File: src/include/mpr_pkg.sv
/*
 * Constants for the multifunction terminal routing block: register
 * indices, byte addresses, masks, reset values and select codes.
 * Assumes a 32-bit APB slave with word-aligned registers.
 */
package mpr_pkg;

	// Register indices and APB byte addresses (index times four)
	localparam int          APB_AW      = 12;
	localparam logic [7:0]  GPO_IDX     = 8'h8b;
	localparam logic [7:0]  ROUTE_IDX   = 8'h8c;
	localparam logic [11:0] GPO_ADDR    = {2'h0, GPO_IDX, 2'h0};
	localparam logic [11:0] ROUTE_ADDR  = {2'h0, ROUTE_IDX, 2'h0};

	// Reset values and writable masks
	localparam logic [7:0]  GPO_RST     = 8'h00;
	localparam logic [7:0]  GPO_WMASK   = 8'h1f;
	localparam logic [31:0] ROUTE_RST   = 32'h00001000;
	localparam logic [31:0] ROUTE_WMASK = 32'h0fffffff;

	// Terminal and field layout
	localparam int TERM_COUNT = 7;
	localparam int GPO_COUNT  = 5;
	localparam int FIELD_W    = 4;
	localparam int T6_LSB     = 24;
	localparam int T5_LSB     = 20;
	localparam int T3_LSB     = 12;
	localparam int T1_LSB     = 4;
	localparam int T0_LSB     = 0;

	// Select codes used by the terminal decoders
	localparam logic [3:0] SEL_C0  = 4'h0;
	localparam logic [3:0] SEL_C1  = 4'h1;
	localparam logic [3:0] SEL_C2  = 4'h2;
	localparam logic [3:0] SEL_C3  = 4'h3;
	localparam logic [3:0] SEL_C4  = 4'h4;
	localparam logic [3:0] SEL_C5  = 4'h5;
	localparam logic [3:0] SEL_C6  = 4'h6;
	localparam logic [3:0] SEL_C7  = 4'h7;
	localparam logic [3:0] SEL_C8  = 4'h8;
	localparam logic [3:0] SEL_C9  = 4'h9;
	localparam logic [3:0] SEL_CA  = 4'ha;
	localparam logic [3:0] SEL_CB  = 4'hb;
	localparam logic [3:0] SEL_CC  = 4'hc;
	localparam logic [3:0] SEL_CD  = 4'hd;
	localparam logic [3:0] SEL_CE  = 4'he;
	localparam logic [3:0] SEL_CF  = 4'hf;

endpackage

File: src/include/mpr_src_if.sv
/*
 * Bundle of internal function levels that the terminal decoders may
 * route out. Assumes all sources are on core_clk.
 */
`timescale 1ns/1ps
`default_nettype none

interface mpr_src_if;
	logic [15:0] irq_line;
	logic [4:0]  out_level;
	logic        clock_run_request;
	logic        serialized_interrupt;
	logic        card_bus_grant;
	logic        video_port_status;
	logic        video_select_zero;
	logic        card_audio_output;
	logic        link_activity_lamp;
	logic        socket_activity_lamp;
	logic        wake_event_output;
	logic        pci_int_b;

	modport src (
		output irq_line, out_level, clock_run_request, serialized_interrupt,
		card_bus_grant, video_port_status, video_select_zero, card_audio_output,
		link_activity_lamp, socket_activity_lamp, wake_event_output, pci_int_b
	);
	modport dec (
		input irq_line, out_level, clock_run_request, serialized_interrupt,
		card_bus_grant, video_port_status, video_select_zero, card_audio_output,
		link_activity_lamp, socket_activity_lamp, wake_event_output, pci_int_b
	);
endinterface

`default_nettype wire

File: src/core/mpr_term_dec.sv
/*
 * Decoder for one shared terminal: turns its 4-bit select code into a
 * drive level and an enable. Purely combinational; the caller registers it.
 */
`timescale 1ns/1ps
`default_nettype none

module mpr_term_dec
	import mpr_pkg::*;
#(
	parameter int TERM = 0
) (
	// Select and sources
	input  wire logic [3:0] sel,
	mpr_src_if.dec          src,
	// Terminal drive
	output logic            drv,
	output logic            oe
);

	// Code table per terminal; unlisted or reserved codes leave it undriven
	always_comb begin
		drv = 1'b0;
		oe  = 1'b0;
		case (TERM)
			6: begin
				if (sel == SEL_C1) begin
					drv = src.clock_run_request;
					oe  = 1'b1;
				end else if (sel != SEL_C0) begin
					drv = src.irq_line[sel];
					oe  = 1'b1;
				end
			end
			3: begin
				if (sel == SEL_C1) begin
					drv = src.serialized_interrupt;
					oe  = 1'b1;
				end else if (sel != SEL_C0) begin
					drv = src.irq_line[sel];
					oe  = 1'b1;
				end
			end
			5: begin
				oe = 1'b1;
				case (sel)
					SEL_C0: oe = 1'b0;
					SEL_C1: drv = src.out_level[4];
					SEL_C2: drv = src.card_bus_grant;
					SEL_C3, SEL_C4, SEL_C5: drv = src.irq_line[sel];
					SEL_C6: drv = src.video_port_status;
					SEL_C8: drv = src.card_audio_output;
					SEL_C9, SEL_CA, SEL_CF: drv = src.irq_line[sel];
					SEL_CB: drv = src.link_activity_lamp;
					SEL_CC, SEL_CD: drv = src.socket_activity_lamp;
					SEL_CE: drv = src.wake_event_output;
					default: oe = 1'b0;
				endcase
			end
			1: begin
				oe = 1'b1;
				case (sel)
					SEL_C1: drv = src.out_level[1];
					SEL_C2: drv = src.pci_int_b;
					SEL_C4: drv = src.link_activity_lamp;
					SEL_C5, SEL_CF: drv = src.irq_line[sel];
					SEL_CC: drv = src.socket_activity_lamp;
					SEL_CE: drv = src.wake_event_output;
					default: oe = 1'b0;
				endcase
			end
			0: begin
				oe = 1'b1;
				case (sel)
					SEL_C1: drv = src.out_level[0];
					SEL_C4, SEL_C5, SEL_CF: drv = src.irq_line[sel];
					SEL_C6: drv = src.video_port_status;
					SEL_C7: drv = src.video_select_zero;
					SEL_CC: drv = src.socket_activity_lamp;
					SEL_CE: drv = src.wake_event_output;
					default: oe = 1'b0;
				endcase
			end
			// Terminals 4 and 2 keep their field but drive nothing yet
			default: begin
				drv = 1'b0;
				oe  = 1'b0;
			end
		endcase
	end

endmodule

`default_nettype wire

File: src/core/mpr_top.sv
/*
 * Multifunction terminal routing: APB registers for output levels and
 * terminal routing, serial-ROM preset, per-terminal decoders, pin sync.
 * Assumes APB master and sources on core_clk; terminals are board pins.
 */
// Our own choice: the APB slave port.
// Functional notes
// - Output register bits 0..4 set the matching general output level and read back.
// - Output register bits 7..5 read as zero and ignore writes.
// - Routing register bits 31..28 always read as zero.
// - Terminal 6 code 0 is reserved, 1 is clock-run, 2..15 are interrupt lines 2..15.
// - Terminal 5 codes 0..7 give input 4, output 4, grant, irq 3..5, video status, reserved.
// - Terminal 5 codes 8..15 give audio, irq 9/10, link lamp, socket lamp, wake, irq 15.
// - Terminal 3 code 0 is reserved, 1 is serial interrupt, 2..15 are interrupt lines.
// - Terminal 1 maps output 1, int B, link lamp, irq 5, socket lamp, wake, irq 15.
// - Terminal 0 maps output 0, irq 4/5, video status, video select, lamp, wake, irq 15.
// - Only the global reset returns the routing register to its default.
// - A serial ROM value may replace the routing register contents at start.
// - With terminal 5 as input 4, any level change raises an event pulse.
`timescale 1ns/1ps
`default_nettype none

module mpr_top
	import mpr_pkg::*;
(
	// Clock and resets
	input  wire logic              core_clk,
	input  wire logic              arst_n,
	input  wire logic              global_reset_n,
	// APB slave
	input  wire logic              psel,
	input  wire logic              penable,
	input  wire logic              pwrite,
	input  wire logic [APB_AW-1:0] paddr,
	input  wire logic [31:0]       pwdata,
	input  wire logic [3:0]        pstrb,
	output logic [31:0]            prdata,
	output logic                   pready,
	output logic                   pslverr,
	// Serial ROM preset
	input  wire logic              rom_load_valid,
	input  wire logic [31:0]       rom_load_data,
	// Internal function sources
	input  wire logic [15:0]       irq_line,
	input  wire logic              clock_run_request,
	input  wire logic              serialized_interrupt,
	input  wire logic              card_bus_grant,
	input  wire logic              video_port_status,
	input  wire logic              video_select_zero,
	input  wire logic              card_audio_output,
	input  wire logic              link_activity_lamp,
	input  wire logic              socket_activity_lamp,
	input  wire logic              wake_event_output,
	input  wire logic              pci_int_b,
	// Shared terminals
	input  wire logic [6:0]        term_in,
	output logic [6:0]             term_out,
	output logic [6:0]             term_oe,
	// Status toward the rest of the device
	output logic [4:0]             out_level,
	output logic                   general_input_four,
	output logic                   in4_change
);

	logic [7:0]  gpo_reg,      gpo_next;
	logic [31:0] route_reg,    route_next;
	logic [31:0] prdata_reg,   prdata_next;
	logic        pready_reg,   pready_next;
	logic        pslverr_reg,  pslverr_next;
	logic [6:0]  sync1_reg,    sync2_reg;
	logic        prev4_reg,    prev4_next;
	logic        chg_reg,      chg_next;
	logic [6:0]  tout_reg,     tout_next;
	logic [6:0]  toe_reg,      toe_next;
	logic        setup;
	logic        wr_en;
	logic        mapped;
	logic [31:0] wmask;

	mpr_src_if src_bus ();

	// Sources onto the decoder bundle
	assign src_bus.irq_line             = irq_line;
	assign src_bus.out_level            = gpo_reg[4:0];
	assign src_bus.clock_run_request    = clock_run_request;
	assign src_bus.serialized_interrupt = serialized_interrupt;
	assign src_bus.card_bus_grant       = card_bus_grant;
	assign src_bus.video_port_status    = video_port_status;
	assign src_bus.video_select_zero    = video_select_zero;
	assign src_bus.card_audio_output    = card_audio_output;
	assign src_bus.link_activity_lamp   = link_activity_lamp;
	assign src_bus.socket_activity_lamp = socket_activity_lamp;
	assign src_bus.wake_event_output    = wake_event_output;
	assign src_bus.pci_int_b            = pci_int_b;

	// APB phase decode; answer comes in the first access cycle
	assign setup  = psel && !penable;
	assign wr_en  = psel && penable && pready_reg && pwrite;
	assign mapped = (paddr == GPO_ADDR) || (paddr == ROUTE_ADDR);
	assign wmask  = {{8{pstrb[3]}}, {8{pstrb[2]}}, {8{pstrb[1]}}, {8{pstrb[0]}}};

	// Output level register and bus answer
	always_comb begin
		gpo_next     = gpo_reg;
		pready_next  = setup;
		pslverr_next = setup && !mapped;
		prdata_next  = 32'h00000000;
		if (wr_en && paddr == GPO_ADDR) begin
			gpo_next = ((gpo_reg & ~wmask[7:0]) | (pwdata[7:0] & wmask[7:0]))
				& GPO_WMASK;
		end
		if (setup && !pwrite) begin
			if (paddr == GPO_ADDR) begin
				prdata_next = {24'h000000, gpo_reg & GPO_WMASK};
			end else if (paddr == ROUTE_ADDR) begin
				prdata_next = route_reg & ROUTE_WMASK;
			end
		end
	end

	always_ff @(posedge core_clk or negedge arst_n) begin
		if (!arst_n) begin
			gpo_reg     <= GPO_RST;
			pready_reg  <= 1'b0;
			pslverr_reg <= 1'b0;
			prdata_reg  <= 32'h00000000;
		end else begin
			gpo_reg     <= gpo_next;
			pready_reg  <= pready_next;
			pslverr_reg <= pslverr_next;
			prdata_reg  <= prdata_next;
		end
	end

	// Routing register: ROM preset wins over a bus write in the same cycle
	always_comb begin
		route_next = route_reg;
		if (rom_load_valid) begin
			route_next = rom_load_data & ROUTE_WMASK;
		end else if (wr_en && paddr == ROUTE_ADDR) begin
			route_next = ((route_reg & ~wmask) | (pwdata & wmask))
				& ROUTE_WMASK;
		end
	end

	// Only the global reset touches the routing
	always_ff @(posedge core_clk or negedge global_reset_n) begin
		if (!global_reset_n) begin
			route_reg <= ROUTE_RST;
		end else begin
			route_reg <= route_next;
		end
	end

	// Two-flop synchronisers for the terminal inputs
	always_ff @(posedge core_clk or negedge arst_n) begin
		if (!arst_n) begin
			sync1_reg <= 7'h00;
			sync2_reg <= 7'h00;
		end else begin
			sync1_reg <= term_in;
			sync2_reg <= sync1_reg;
		end
	end

	// Per-terminal decoders
	generate
		for (genvar t = 0; t < TERM_COUNT; t++) begin : g_term
			mpr_term_dec #(
				.TERM (t)
			) mpr_term_dec_inst (
				.sel  (route_reg[t*FIELD_W +: FIELD_W]),
				.src  (src_bus),
				.drv  (tout_next[t]),
				.oe   (toe_next[t])
			);
		end
	endgenerate

	// Input-4 change detect, only while terminal 5 is an input
	always_comb begin
		prev4_next = sync2_reg[5];
		chg_next   = (route_reg[T5_LSB +: FIELD_W] == SEL_C0)
			&& (sync2_reg[5] != prev4_reg);
	end

	always_ff @(posedge core_clk or negedge arst_n) begin
		if (!arst_n) begin
			prev4_reg <= 1'b0;
			chg_reg   <= 1'b0;
			tout_reg  <= 7'h00;
			toe_reg   <= 7'h00;
		end else begin
			prev4_reg <= prev4_next;
			chg_reg   <= chg_next;
			tout_reg  <= tout_next;
			toe_reg   <= toe_next;
		end
	end

	// Outputs straight from flops
	assign prdata             = prdata_reg;
	assign pready             = pready_reg;
	assign pslverr            = pslverr_reg;
	assign term_out           = tout_reg;
	assign term_oe            = toe_reg;
	assign out_level          = gpo_reg[4:0];
	assign general_input_four = prev4_reg;
	assign in4_change         = chg_reg;
endmodule

`default_nettype wire

File: config.mk
export PLATFORM = sky130hd
export DESIGN_NAME = mpr_top
export DESIGN_NICKNAME = d
export VERILOG_FILES = /design/src/include/mpr_pkg.sv /design/src/include/mpr_src_if.sv /design/src/core/mpr_term_dec.sv /design/src/core/mpr_top.sv
export SDC_FILE = /design/constraint.sdc
export NUM_CORES = 1
export LEC_CHECK = 0
export BUFFER_PORTS_ARGS = -buffer_cell sky130_fd_sc_hd__buf_2
export CAP_MARGIN = 10
export CORE_ASPECT_RATIO = 0.8
export CORE_UTILIZATION = 48
export DETAILED_ROUTE_END_ITERATION = 12
export PLACE_DENSITY = 0.92
export REMOVE_ABC_BUFFERS = 1
export SLEW_MARGIN = 30
export SYNTH_ARGS = -nofsm -noshare
export SYNTH_HDL_FRONTEND = slang
export SYNTH_HIERARCHICAL = 1
export SYNTH_SLANG_ARGS = --single-unit
File: constraint.sdc
create_clock -name core_clk -period 1.8 [get_ports core_clk]
set_clock_uncertainty 0.15 [all_clocks]
set_input_delay 0.18 -clock core_clk [delete_from_list [all_inputs] [get_ports core_clk]]
set_output_delay 0.18 -clock core_clk [all_outputs]
set_load 0.005 [all_outputs]
==> results.json, run 1 <==
{
  "dieHeight_microns": 84.4,
  "fin_nets": 692,
  "finalMaxSlewViolations": 0,
  "grt_antenna_before_repair": 0,
  "synth-xor-area-share": 0.00215,
  "slowest_stage": "or4b_4",
  "yosysTopAreaCellShare": 0.492,
  "sw_frac_of_total": 0.237,
  "tns_ns": -0.00245,
  "grt_pass1_wl_microns": 17600,
  "die-area_sq_mm": 0.00886,
  "leakage_nw": 2.81,
  "drtPass1Iterations": 5,
  "rsz0062_at_grt": "true",
  "synth_top_family_by_area": "simple AND/OR/NAND/NOR gates",
  "setup_violations": 1,
  "grt_pass1_vias": 3616,
  "start_util": 0.503,
  "slowest_delay_ns": 0.57,
  "seq_power_share": 0.466,
  "synth_cells": 368,
  "htreeDepth": 3,
  "run_status": "finished with violations",
  "maxCapViolCount": 0,
  "cts_sinks": 81,
  "path_class": "in -> reg",
  "cp-start-kind": "input pin",
  "syn_to_final_growth_pct": 41.2,
  "drt_wl_total_microns": 11600,
  "clock_path_buffers": 2,
  "worstPathMaxFanout": 10,
  "clockPowerShare": 0.386,
  "maxClockFrequency_ghz": 0.555,
  "clkLatencyLatePin_ns": 0.34,
  "synth_compound_area_frac": 0.166,
  "cp_cell_sequence": "buf_2 -> or4b_4 -> buf_4 -> nor4_4 -> buf_6 -> clkbuf_16 -> a31oi_1 -> a21oi_1",
  "cts.clk_slew.worst_paths_ns": 0.09,
  "tightest_slew_ns": 0.681,
  "synthFlopType": "dfrtp_1",
  "violations": "negative setup slack",
  "final_cell_area_sq_mm": 0.00575,
  "ios": 175,
  "slew_headroom": 0.546,
  "synth_edf_count": 0,
  "place_area_sq_mm": 0.00489,
  "vias": 3754,
  "hp-class": "in -> reg",
  "die_w_microns": 105,
  "port-buffer-count": 155,
  "drc": 0,
  "min_period_ns": 1.80,
  "reg2regPathDepth": 7,
  "peakVddDrop_v": 0.000540,
  "fin_ws_ns": -0.00245,
  "rr_startpoint": "pready$_DFF_PN0_",
  "synthesis.area_sq_mm": 0.00407,
  "yosysTopAreaCell": "dfrtp_1",
  "fin_crit_sh": 1.00,
  "synth-simple-area-share": 0.174,
  "synth.mux.area_fraction": 0.0888,
  "grt_max_degree": 30,
  "power.internal_w": 0.00334,
  "pwr-share-comb": 0.147,
  "cts_root_buf": "clkbuf_8",
  "cts_tree": "done",
  "ys_async_sr_fraction": 1.00,
  "synth_most_common_cell": "dfrtp_1",
  "critPathArrivalTime_ns": 1.92,
  "ys_types": 57,
  "core_sq_mm": 0.00809,
  "synth_area_leaders": "dfrtp_1, nor2b_1, a31oi_1",
  "syn_avg_cell_area_sq_um": 11.1,
  "rows": 29,
  "yosysWarnings": 6,
  "required_ns": 1.91,
  "finalHoldViolations": 0,
  "ant_nets": 0,
  "drt-vias-per-instance": 5.48,
  "whs_path_depth": 3,
  "grt_usage": 0.257,
  "drive_gt1_frac": 0.399,
  "routabilityCongestion": 0.886,
  "dpl.hpwl_microns": 7300,
  "min-delay-start": "pwdata[13]",
  "ys_seq_area_frac": 0.498,
  "synth_fa_ha_area_frac": 0,
  "cts_made_buffers": 9,
  "p_per_area_mw_per_mm2": 762,
  "drt_iter0_drc": 269,
  "cp-end-kind": "register",
  "synth-seq-cells": 81,
  "avgRoutedWirePerCell_microns": 17.0,
  "switchingPower_w": 0.00104,
  "r2r_slack_ns": 0.01,
  "yosys-top-cells-count": "dfrtp_1, nor2b_1, a21oi_1",
  "overflow": 0
}
[worst max-delay path: cells and delay by family]
family / cells / cell delay (ns)
AO/OA/AOI/OAI: 2 / 0.24
buffers and inverters: 4 / 0.62
AND/OR/NAND/NOR: 2 / 0.87
[logic make-up (layout without fill, tap and decap cells)]
family	Yosys count	after routing
DFF	81	81
xor gates and xnor gates	1	1
other	3	9
AOI/OAI and AO/OA	109	109
muxes	27	27
and+or+nand+nor	105	107
buffers and inverters	42	243
[timing repair]
action / CTS / global route
endpoints found under the setup margin: 0 / 21
resized for setup: 0 / 14
hold endpoints to repair: 85 / 1
setup buffers: 0 / 4
hold buffers: 45 / 1
[placed cells by master, fill, tap and decap left out, types with 2 or more instances in the layout]
cell | netlist | final
mux2_4 | 2 | 2
clkbuf_16 | 0 | 2
buf_4 | 9 | 13
nor2b_1 | 33 | 33
mux4_2 | 6 | 6
a22oi_1 | 5 | 5
dfrtp_1 | 80 | 80
nand4bb_1 | 2 | 2
o21ai_1 | 17 | 14
clkbuf_8 | 0 | 9
nor3b_1 | 4 | 4
buf_2 | 1 | 155
nand4b_1 | 2 | 2
or4_2 | 2 | 2
or4_4 | 1 | 4
conb_1 | 3 | 8
mux2i_1 | 14 | 14
nor2_1 | 9 | 9
dlygate4sd3_1 | 0 | 46
bufinv_16 | 0 | 4
o21ai_2 | 3 | 7
buf_12 | 0 | 3
and2_1 | 24 | 23
o21ai_0 | 12 | 11
a31oi_1 | 29 | 28
mux2_2 | 5 | 5
inv_1 | 8 | 8
nand4_1 | 4 | 4
a21oi_1 | 30 | 29
o31a_1 | 2 | 2
nand2_1 | 5 | 5
nand3_1 | 2 | 2
nor3_4 | 2 | 2
and3_1 | 2 | 2
[metal layers]
layer / part of all wire / global-route usage / up-vias
li1: - / - / 1728
met3: 0.064 / 0.0489 / 36
met1: 0.42 / 0.336 / 1784
met5: 0 / 0 / -
met4: 0.027 / 0.0999 / 0
met2: 0.49 / 0.429 / 206
[power by group through the flow]
stage	Clock, W	Combinational, W	Sequential [W]
after floorplan	0	0.000262	0.00205
after global placement	0	0.000525	0.00207
final	0.00169	0.000645	0.00204
after CTS	0.00172	0.000622	0.00204
after global routing	0.00179	0.000710	0.00206
after detailed placement	0	0.000546	0.00208
[per-stage QoR]
stage / hold slack [ns] / std cells / total power (W) / setup WS [ns] / util
2_1_floorplan: -0.266 / 339 / 0.00231 / -0.484 / -
3_3_place_gp: 0.0111 / 615 / 0.00259 / -0.282 / 0.604
3_5_place_dp: 0.0264 / 615 / 0.00262 / -0.337 / 0.604
4_1_cts: 0.00392 / 675 / 0.00438 / 0.0291 / 0.691
5_1_grt: 0.00209 / 684 / 0.00456 / -0.101 / 0.710
6_report: 0.00893 / 685 / 0.00438 / -0.00245 / 0.710
[cell type report]
type	instances	area, sq um
Timing Repair Buffer	220	1460
Sequential cell	81	2030
Fill cell	571	2340
Inverter	8	30.0
Clock inverter	5	129
Antenna cell	1	2.50
Tap cell	108	135
Clock buffer	10	128
Multi-Input combinational cell	252	1840
[worst max path at each step]
stage                startpoint  endpoint  slack, ns  cells after the start
2_1_floorplan          paddr[8]  register      -0.48                      4
3_3_place_gp           paddr[8]  register      -0.28                      5
3_5_place_dp           paddr[8]  register      -0.34                      5
4_1_cts                paddr[8]  register       0.03                      5
5_1_grt        pready$_DFF_PN0_  register      -0.10                      7
6_report               paddr[8]  register     -0.002                      8
No activity file was read; power rests on OpenSTA's default activity.
==> run 2, diff against run 1 <==
--- a/config.mk
+++ b/config.mk
@@ -11,7 +11,7 @@
 export CORE_UTILIZATION = 48
 export DETAILED_ROUTE_END_ITERATION = 12
 export PLACE_DENSITY = 0.92
-export REMOVE_ABC_BUFFERS = 1
+export SETUP_SLACK_MARGIN = 0.15
 export SLEW_MARGIN = 30
 export SYNTH_ARGS = -nofsm -noshare
 export SYNTH_HDL_FRONTEND = slang
==> run 2 against run 1 <==
Effect of this change: the flow finishes with violations (negative hold slack); worst setup slack better by 0.060 ns; fmax up 3.4%; clock-buffer cell count up 1; routed wire length up 12%; final cell count up 0.73%; power down 7.9%; sequential share of layout area down 0.33 points; largest power group unchanged.
==> results.json, run 2 (synthesis gave the netlist of run 1 again) <==
{
  "run_status": "finished with violations",
  "violations": "negative hold slack",
  "htreeDepth": 3,
  "pwr-share-comb": 0.171,
  "final_cell_mix": "buf_2, dfrtp_1, dlygate4sd3_1",
  "avgRoutedWirePerCell_microns": 18.9,
  "grt_pass1_vias": 3850,
  "cp-start-kind": "input pin",
  "core_sq_mm": 0.00809,
  "fin_cells": 690,
  "drt_iter0_drc": 295,
  "ios": 175,
  "grt_antenna_before_repair": 0,
  "clock_path_buffers": 2,
  "hp-class": "in -> reg",
  "peakVddDrop_v": 0.000469,
  "cts.clk_slew.worst_paths_ns": 0.07,
  "sw_frac_of_total": 0.271,
  "drtPass1Iterations": 8,
  "reg2regPathDepth": 5,
  "power.internal_w": 0.00294,
  "dieHeight_microns": 84.4,
  "cts_made_buffers": 9,
  "hold_ws_ns": -0.00955,
  "start_util": 0.503,
  "p_per_area_mw_per_mm2": 695,
  "fin_nets": 697,
  "fin_total_pwr_w": 0.00403,
  "whs_path_depth": 3,
  "routabilityCongestion": 0.826,
  "die-area_sq_mm": 0.00886,
  "die_w_microns": 105,
  "met1_length_microns": 5230,
  "wl_met3_microns": 1140,
  "path_class": "in -> reg",
  "worstPathMaxFanout": 7,
  "finalHoldViolations": 3,
  "rows": 29,
  "cts_tree": "done",
  "maxClockFrequency_ghz": 0.574,
  "min_period_ns": 1.74,
  "drc": 0,
  "diodes": 0,
  "finalMaxSlewViolations": 0,
  "wl_met2_microns": 6020,
  "drt-vias-per-instance": 5.80,
  "ant_nets": 0,
  "final_util": 0.717,
  "cp-end-kind": "register",
  "cts_sinks": 81,
  "maxCapViolCount": 0,
  "grt_usage": 0.295,
  "critPathArrivalTime_ns": 1.82,
  "syn_to_final_growth_pct": 42.6,
  "port-buffer-count": 155,
  "vias": 4002,
  "dpl.hpwl_microns": 8130,
  "cts_root_buf": "clkbuf_8",
  "switchingPower_w": 0.00109,
  "setup_violations": 0,
  "final_common_cell": "buf_2",
  "clkLatencyLatePin_ns": 0.35,
  "clockPowerShare": 0.319,
  "leakage_nw": 2.82,
  "highest_layer": "met4",
  "fin_crit_sh": 0.968,
  "tightest_slew_ns": 0.657,
  "slew_headroom": 0.562,
  "required_ns": 1.88,
  "drive_gt1_frac": 0.409,
  "seq_power_share": 0.509,
  "overflow": 0,
  "rsz0062_at_grt": "true",
  "grt_max_degree": 34,
  "grt_pass1_wl_microns": 19800,
  "drt_wl_total_microns": 13000,
  "place_inst": 616
}
run 2: cell types whose count changed in the layout (fill, tap and decap cells not counted), sizes merged:
cell and change:
or4 +1, clkinvlp +1, bufinv -3, clkbuf +1, clkinv +2, diode -1, dlygate4sd3 +1, buf +3
run 2: worst max-delay path: stages:
cell	delay [ns]
buf_6	0.09
or4b_4	0.58
buf_12	0.16
or4_4	0.57
o21ai_1	0.16
a21oi_1	0.09
run 2: worst paths after layout:
check,endpoint,start,slack [ns]
max,register,paddr[10],0.06
min in group asynchronous,term_oe[0]$_DFF_PN0_,arst_n,0.18
min reg2reg,sync2_reg[5]$_DFF_PN0_,sync1_reg[5]$_DFF_PN0_,0.22
max in group asynchronous,prdata[20]$_DFF_PN0_,arst_n,0.77
max reg2reg,register,pready$_DFF_PN0_,0.09
min,register,pwdata[5],-0.01
run 2: layer usage:
metal  up-vias  track usage
met1      1914        0.378
met3        68       0.0637
met5         -            0
met2       282        0.479
met4         0        0.147
li1       1738            -
run 2: area by class of cell:
cell class              instances  area (sq um)
fillers                       583          2290
clock inverters                 5          56.3
multi-input cells             253          1900
clock buffers                  11           131
repair buffers                224          1530
inverters                       8          30.0
well taps                     108           135
flip-flops and latches         81          2030
run 2: power by group through the flow:
stage	combinational, W	clock (W)	sequential [W]
CTS	0.000661	0.00131	0.00205
finish	0.000690	0.00129	0.00205
floorplan	0.000342	0	0.00203
global placement	0.000542	0	0.00207
detailed placement	0.000567	0	0.00209
global route	0.000751	0.00139	0.00207
run 2: timing repair:
item                                   in CTS  in global routing
hold buffers                               47                  0
endpoints found under the hold margin      83                  0
gates cloned                                3                  2
pin swaps                                  15                 18
resized for setup                           5                 22
setup endpoints to repair                  29                 37
setup buffers                               3                  3
run 2: through the flow:
| step | setup WS [ns] | setup TNS [ns] | hold WS (ns) | area, sq um |
|---|---|---|---|---|
| 2_1_floorplan | -0.259 | -7.18 | -0.266 | 4150 |
| 3_3_place_gp | -0.294 | -10.55 | 0.0267 | 4920 |
| 6_report | 0.0574 | 0 | -0.00955 | 5810 |
| 5_1_grt | 0.0103 | 0 | 0.0119 | 5810 |
| 3_5_place_dp | -0.376 | -12.96 | 0.0357 | 4920 |
| 4_1_cts | 0.0791 | 0 | 0.00260 | 5640 |
==> run 3, diff against run 2 <==
--- a/config.mk
+++ b/config.mk
@@ -7,12 +7,13 @@
 export LEC_CHECK = 0
 export BUFFER_PORTS_ARGS = -buffer_cell sky130_fd_sc_hd__buf_2
 export CAP_MARGIN = 10
+export CELL_PAD_IN_SITES_DETAIL_PLACEMENT = 0
+export CELL_PAD_IN_SITES_GLOBAL_PLACEMENT = 1
 export CORE_ASPECT_RATIO = 0.8
-export CORE_UTILIZATION = 48
+export CORE_UTILIZATION = 36
 export DETAILED_ROUTE_END_ITERATION = 12
 export PLACE_DENSITY = 0.92
 export SETUP_SLACK_MARGIN = 0.15
-export SLEW_MARGIN = 30
 export SYNTH_ARGS = -nofsm -noshare
 export SYNTH_HDL_FRONTEND = slang
 export SYNTH_HIERARCHICAL = 1
==> run 3 against run 2 <==
Effect of this change: fmax decreased by 4.2%; worst setup slack worse by 0.076 ns; clock-buffer cell count fell by 2; design area grew 5.4%; the flow finishes with violations (negative hold slack, negative setup slack); clock power up 33%; global-route usage decreased by 8.1 points.
==> results.json, run 3 (synthesis gave the netlist of run 1 again) <==
{
  "run_status": "finished with violations",
  "violations": "negative hold slack, negative setup slack",
  "ios": 175,
  "finalMaxSlewViolations": 0,
  "final_cell_mix": "buf_2, dfrtp_1, dlygate4sd3_1",
  "fin_ws_ns": -0.0184,
  "vias": 3703,
  "maxCapViolCount": 0,
  "diodes": 0,
  "port-buffer-count": 155,
  "drive_gt1_frac": 0.518,
  "cts.clk_slew.worst_paths_ns": 0.06,
  "required_ns": 1.86,
  "final_common_cell": "buf_2",
  "cts_tree": "done",
  "htreeDepth": 3,
  "min_period_ns": 1.82,
  "dp_slack_ns": -0.399,
  "tightest_slew_ns": 0.662,
  "critPathArrivalTime_ns": 1.88,
  "reg2regPathDepth": 5,
  "dpl.hpwl_microns": 8370,
  "clkLatencyLatePin_ns": 0.33,
  "syn_to_final_growth_pct": 50.3,
  "tns_ns": -0.0184,
  "rsz0062_at_grt": "true",
  "num-fill-cells": 939,
  "core_sq_mm": 0.0109,
  "rows": 34,
  "grt_antenna_before_repair": 0,
  "slew_headroom": 0.559,
  "cts_sinks": 81,
  "startpoint": "paddr[6]",
  "grt_max_degree": 33,
  "start_util": 0.372,
  "fin_crit_sh": 1.01,
  "dieHeight_microns": 97.1,
  "overflow": 0,
  "setup_violations": 1,
  "path_class": "in -> reg",
  "drtPass1Iterations": 5,
  "ff_latch_area_sq_mm": 0.00203,
  "rr_startpoint": "pready$_DFF_PN0_",
  "die_w_microns": 121,
  "ant_nets": 0,
  "p_per_area_mw_per_mm2": 734,
  "multiInputGateArea_sq_mm": 0.00215,
  "cp-start-kind": "input pin",
  "drc": 0,
  "peakVddDrop_v": 0.000549,
  "drt_iter0_drc": 261,
  "die-area_sq_mm": 0.0117,
  "r2r_slack_ns": 0.12,
  "cts_made_buffers": 9,
  "fin_nets": 692,
  "maxClockFrequency_ghz": 0.550,
  "finalHoldViolations": 1,
  "grt_usage": 0.214,
  "worstPathMaxFanout": 7,
  "grt_pass1_vias": 3558,
  "fin_total_pwr_w": 0.00449,
  "avgRoutedWirePerCell_microns": 17.6,
  "routabilityCongestion": 0.859,
  "drt-vias-per-instance": 5.14,
  "clock_path_buffers": 2,
  "leakage_nw": 2.90,
  "hold_ws_ns": -0.00458,
  "drt_wl_total_microns": 12700,
  "cts_root_buf": "clkbuf_16",
  "hp-class": "in -> reg",
  "grt_pass1_wl_microns": 18800,
  "cp-end-kind": "register"
}
-- run 3: cell types whose count changed in the layout (fill, tap and decap cells not counted), moves of 8 or more --
cell | before | now
and2_1 | 24 | 0
a21oi_1 | 29 | 17
o21ai_1 | 16 | 7
clkbuf_16 | 2 | 10
o21ai_2 | 9 | 20
a21oi_2 | 1 | 13
and2_4 | 0 | 24
dlygate4sd3_1 | 47 | 38
clkbuf_8 | 9 | 0
-- run 3: worst max-delay path: stages --
cell     delay (ns)
buf_6          0.09
or4_4          0.56
buf_6          0.16
or4_4          0.62
o21ai_2        0.19
a21oi_1        0.08
-- run 3: cell type report --
type,instances,area share
Clock buffer,9,0.0368
Clock inverter,7,0.00899
Inverter,8,0.00491
Multi-Input combinational cell,253,0.352
Sequential cell,81,0.332
Tap cell,144,0.0294
Timing Repair Buffer,219,0.237
-- run 3: worst min-delay path by stage --
stage	cells after the start	to	from	slack, ns
floorplan	0	async pin	global_reset_n	-0.27
global placement	1	term_oe[2]$_DFF_PN0_	arst_n	0.03
global route	3	register	pwdata[14]	0.01
finish	3	register	rom_load_data[7]	-0.005
CTS	3	register	rom_load_data[7]	0.007
detailed placement	1	term_out[2]$_DFF_PN0_	arst_n	0.02
-- run 3: routing by layer --
layer  vias to the layer above  global-route usage  routed length, microns  part of all wire
met2                       164               0.331                    5760              0.45
met4                         0              0.0503                     226             0.018
met5                         -                   0                       0                 0
li1                       1733                   -                       -                 -
met3                        17              0.0534                     872             0.069
met1                      1789               0.302                    5800              0.46
-- run 3: report_power, final --
part	switching [W]	total, W	internal (W)
clock	0.000763	0.00171	0.000946
sequential	0.000136	0.00206	0.00192
combinational	0.000332	0.000726	0.000394
total	0.00123	0.00449	0.00326
-- run 3: timing repair --
item | CTS | global route
gates resized for setup | 18 | 71
setup endpoints to repair | 29 | 43
buffers inserted | 6 | 1
endpoints found under the hold margin | 84 | 0
pin swaps | 17 | 29
cloned | 4 | 1
hold buffers | 38 | 0
-- run 3: per-stage QoR --
stage                util  instances  hold slack (ns)  instance area (sq um)
finish              0.560        721         -0.00458                   6120
global placement    0.455        655           0.0253                   4980
CTS                 0.530        719          0.00689                   5790
detailed placement  0.455        655           0.0214                   4980
global route        0.560        721           0.0117                   6120
floorplan               -        373           -0.266                   4150
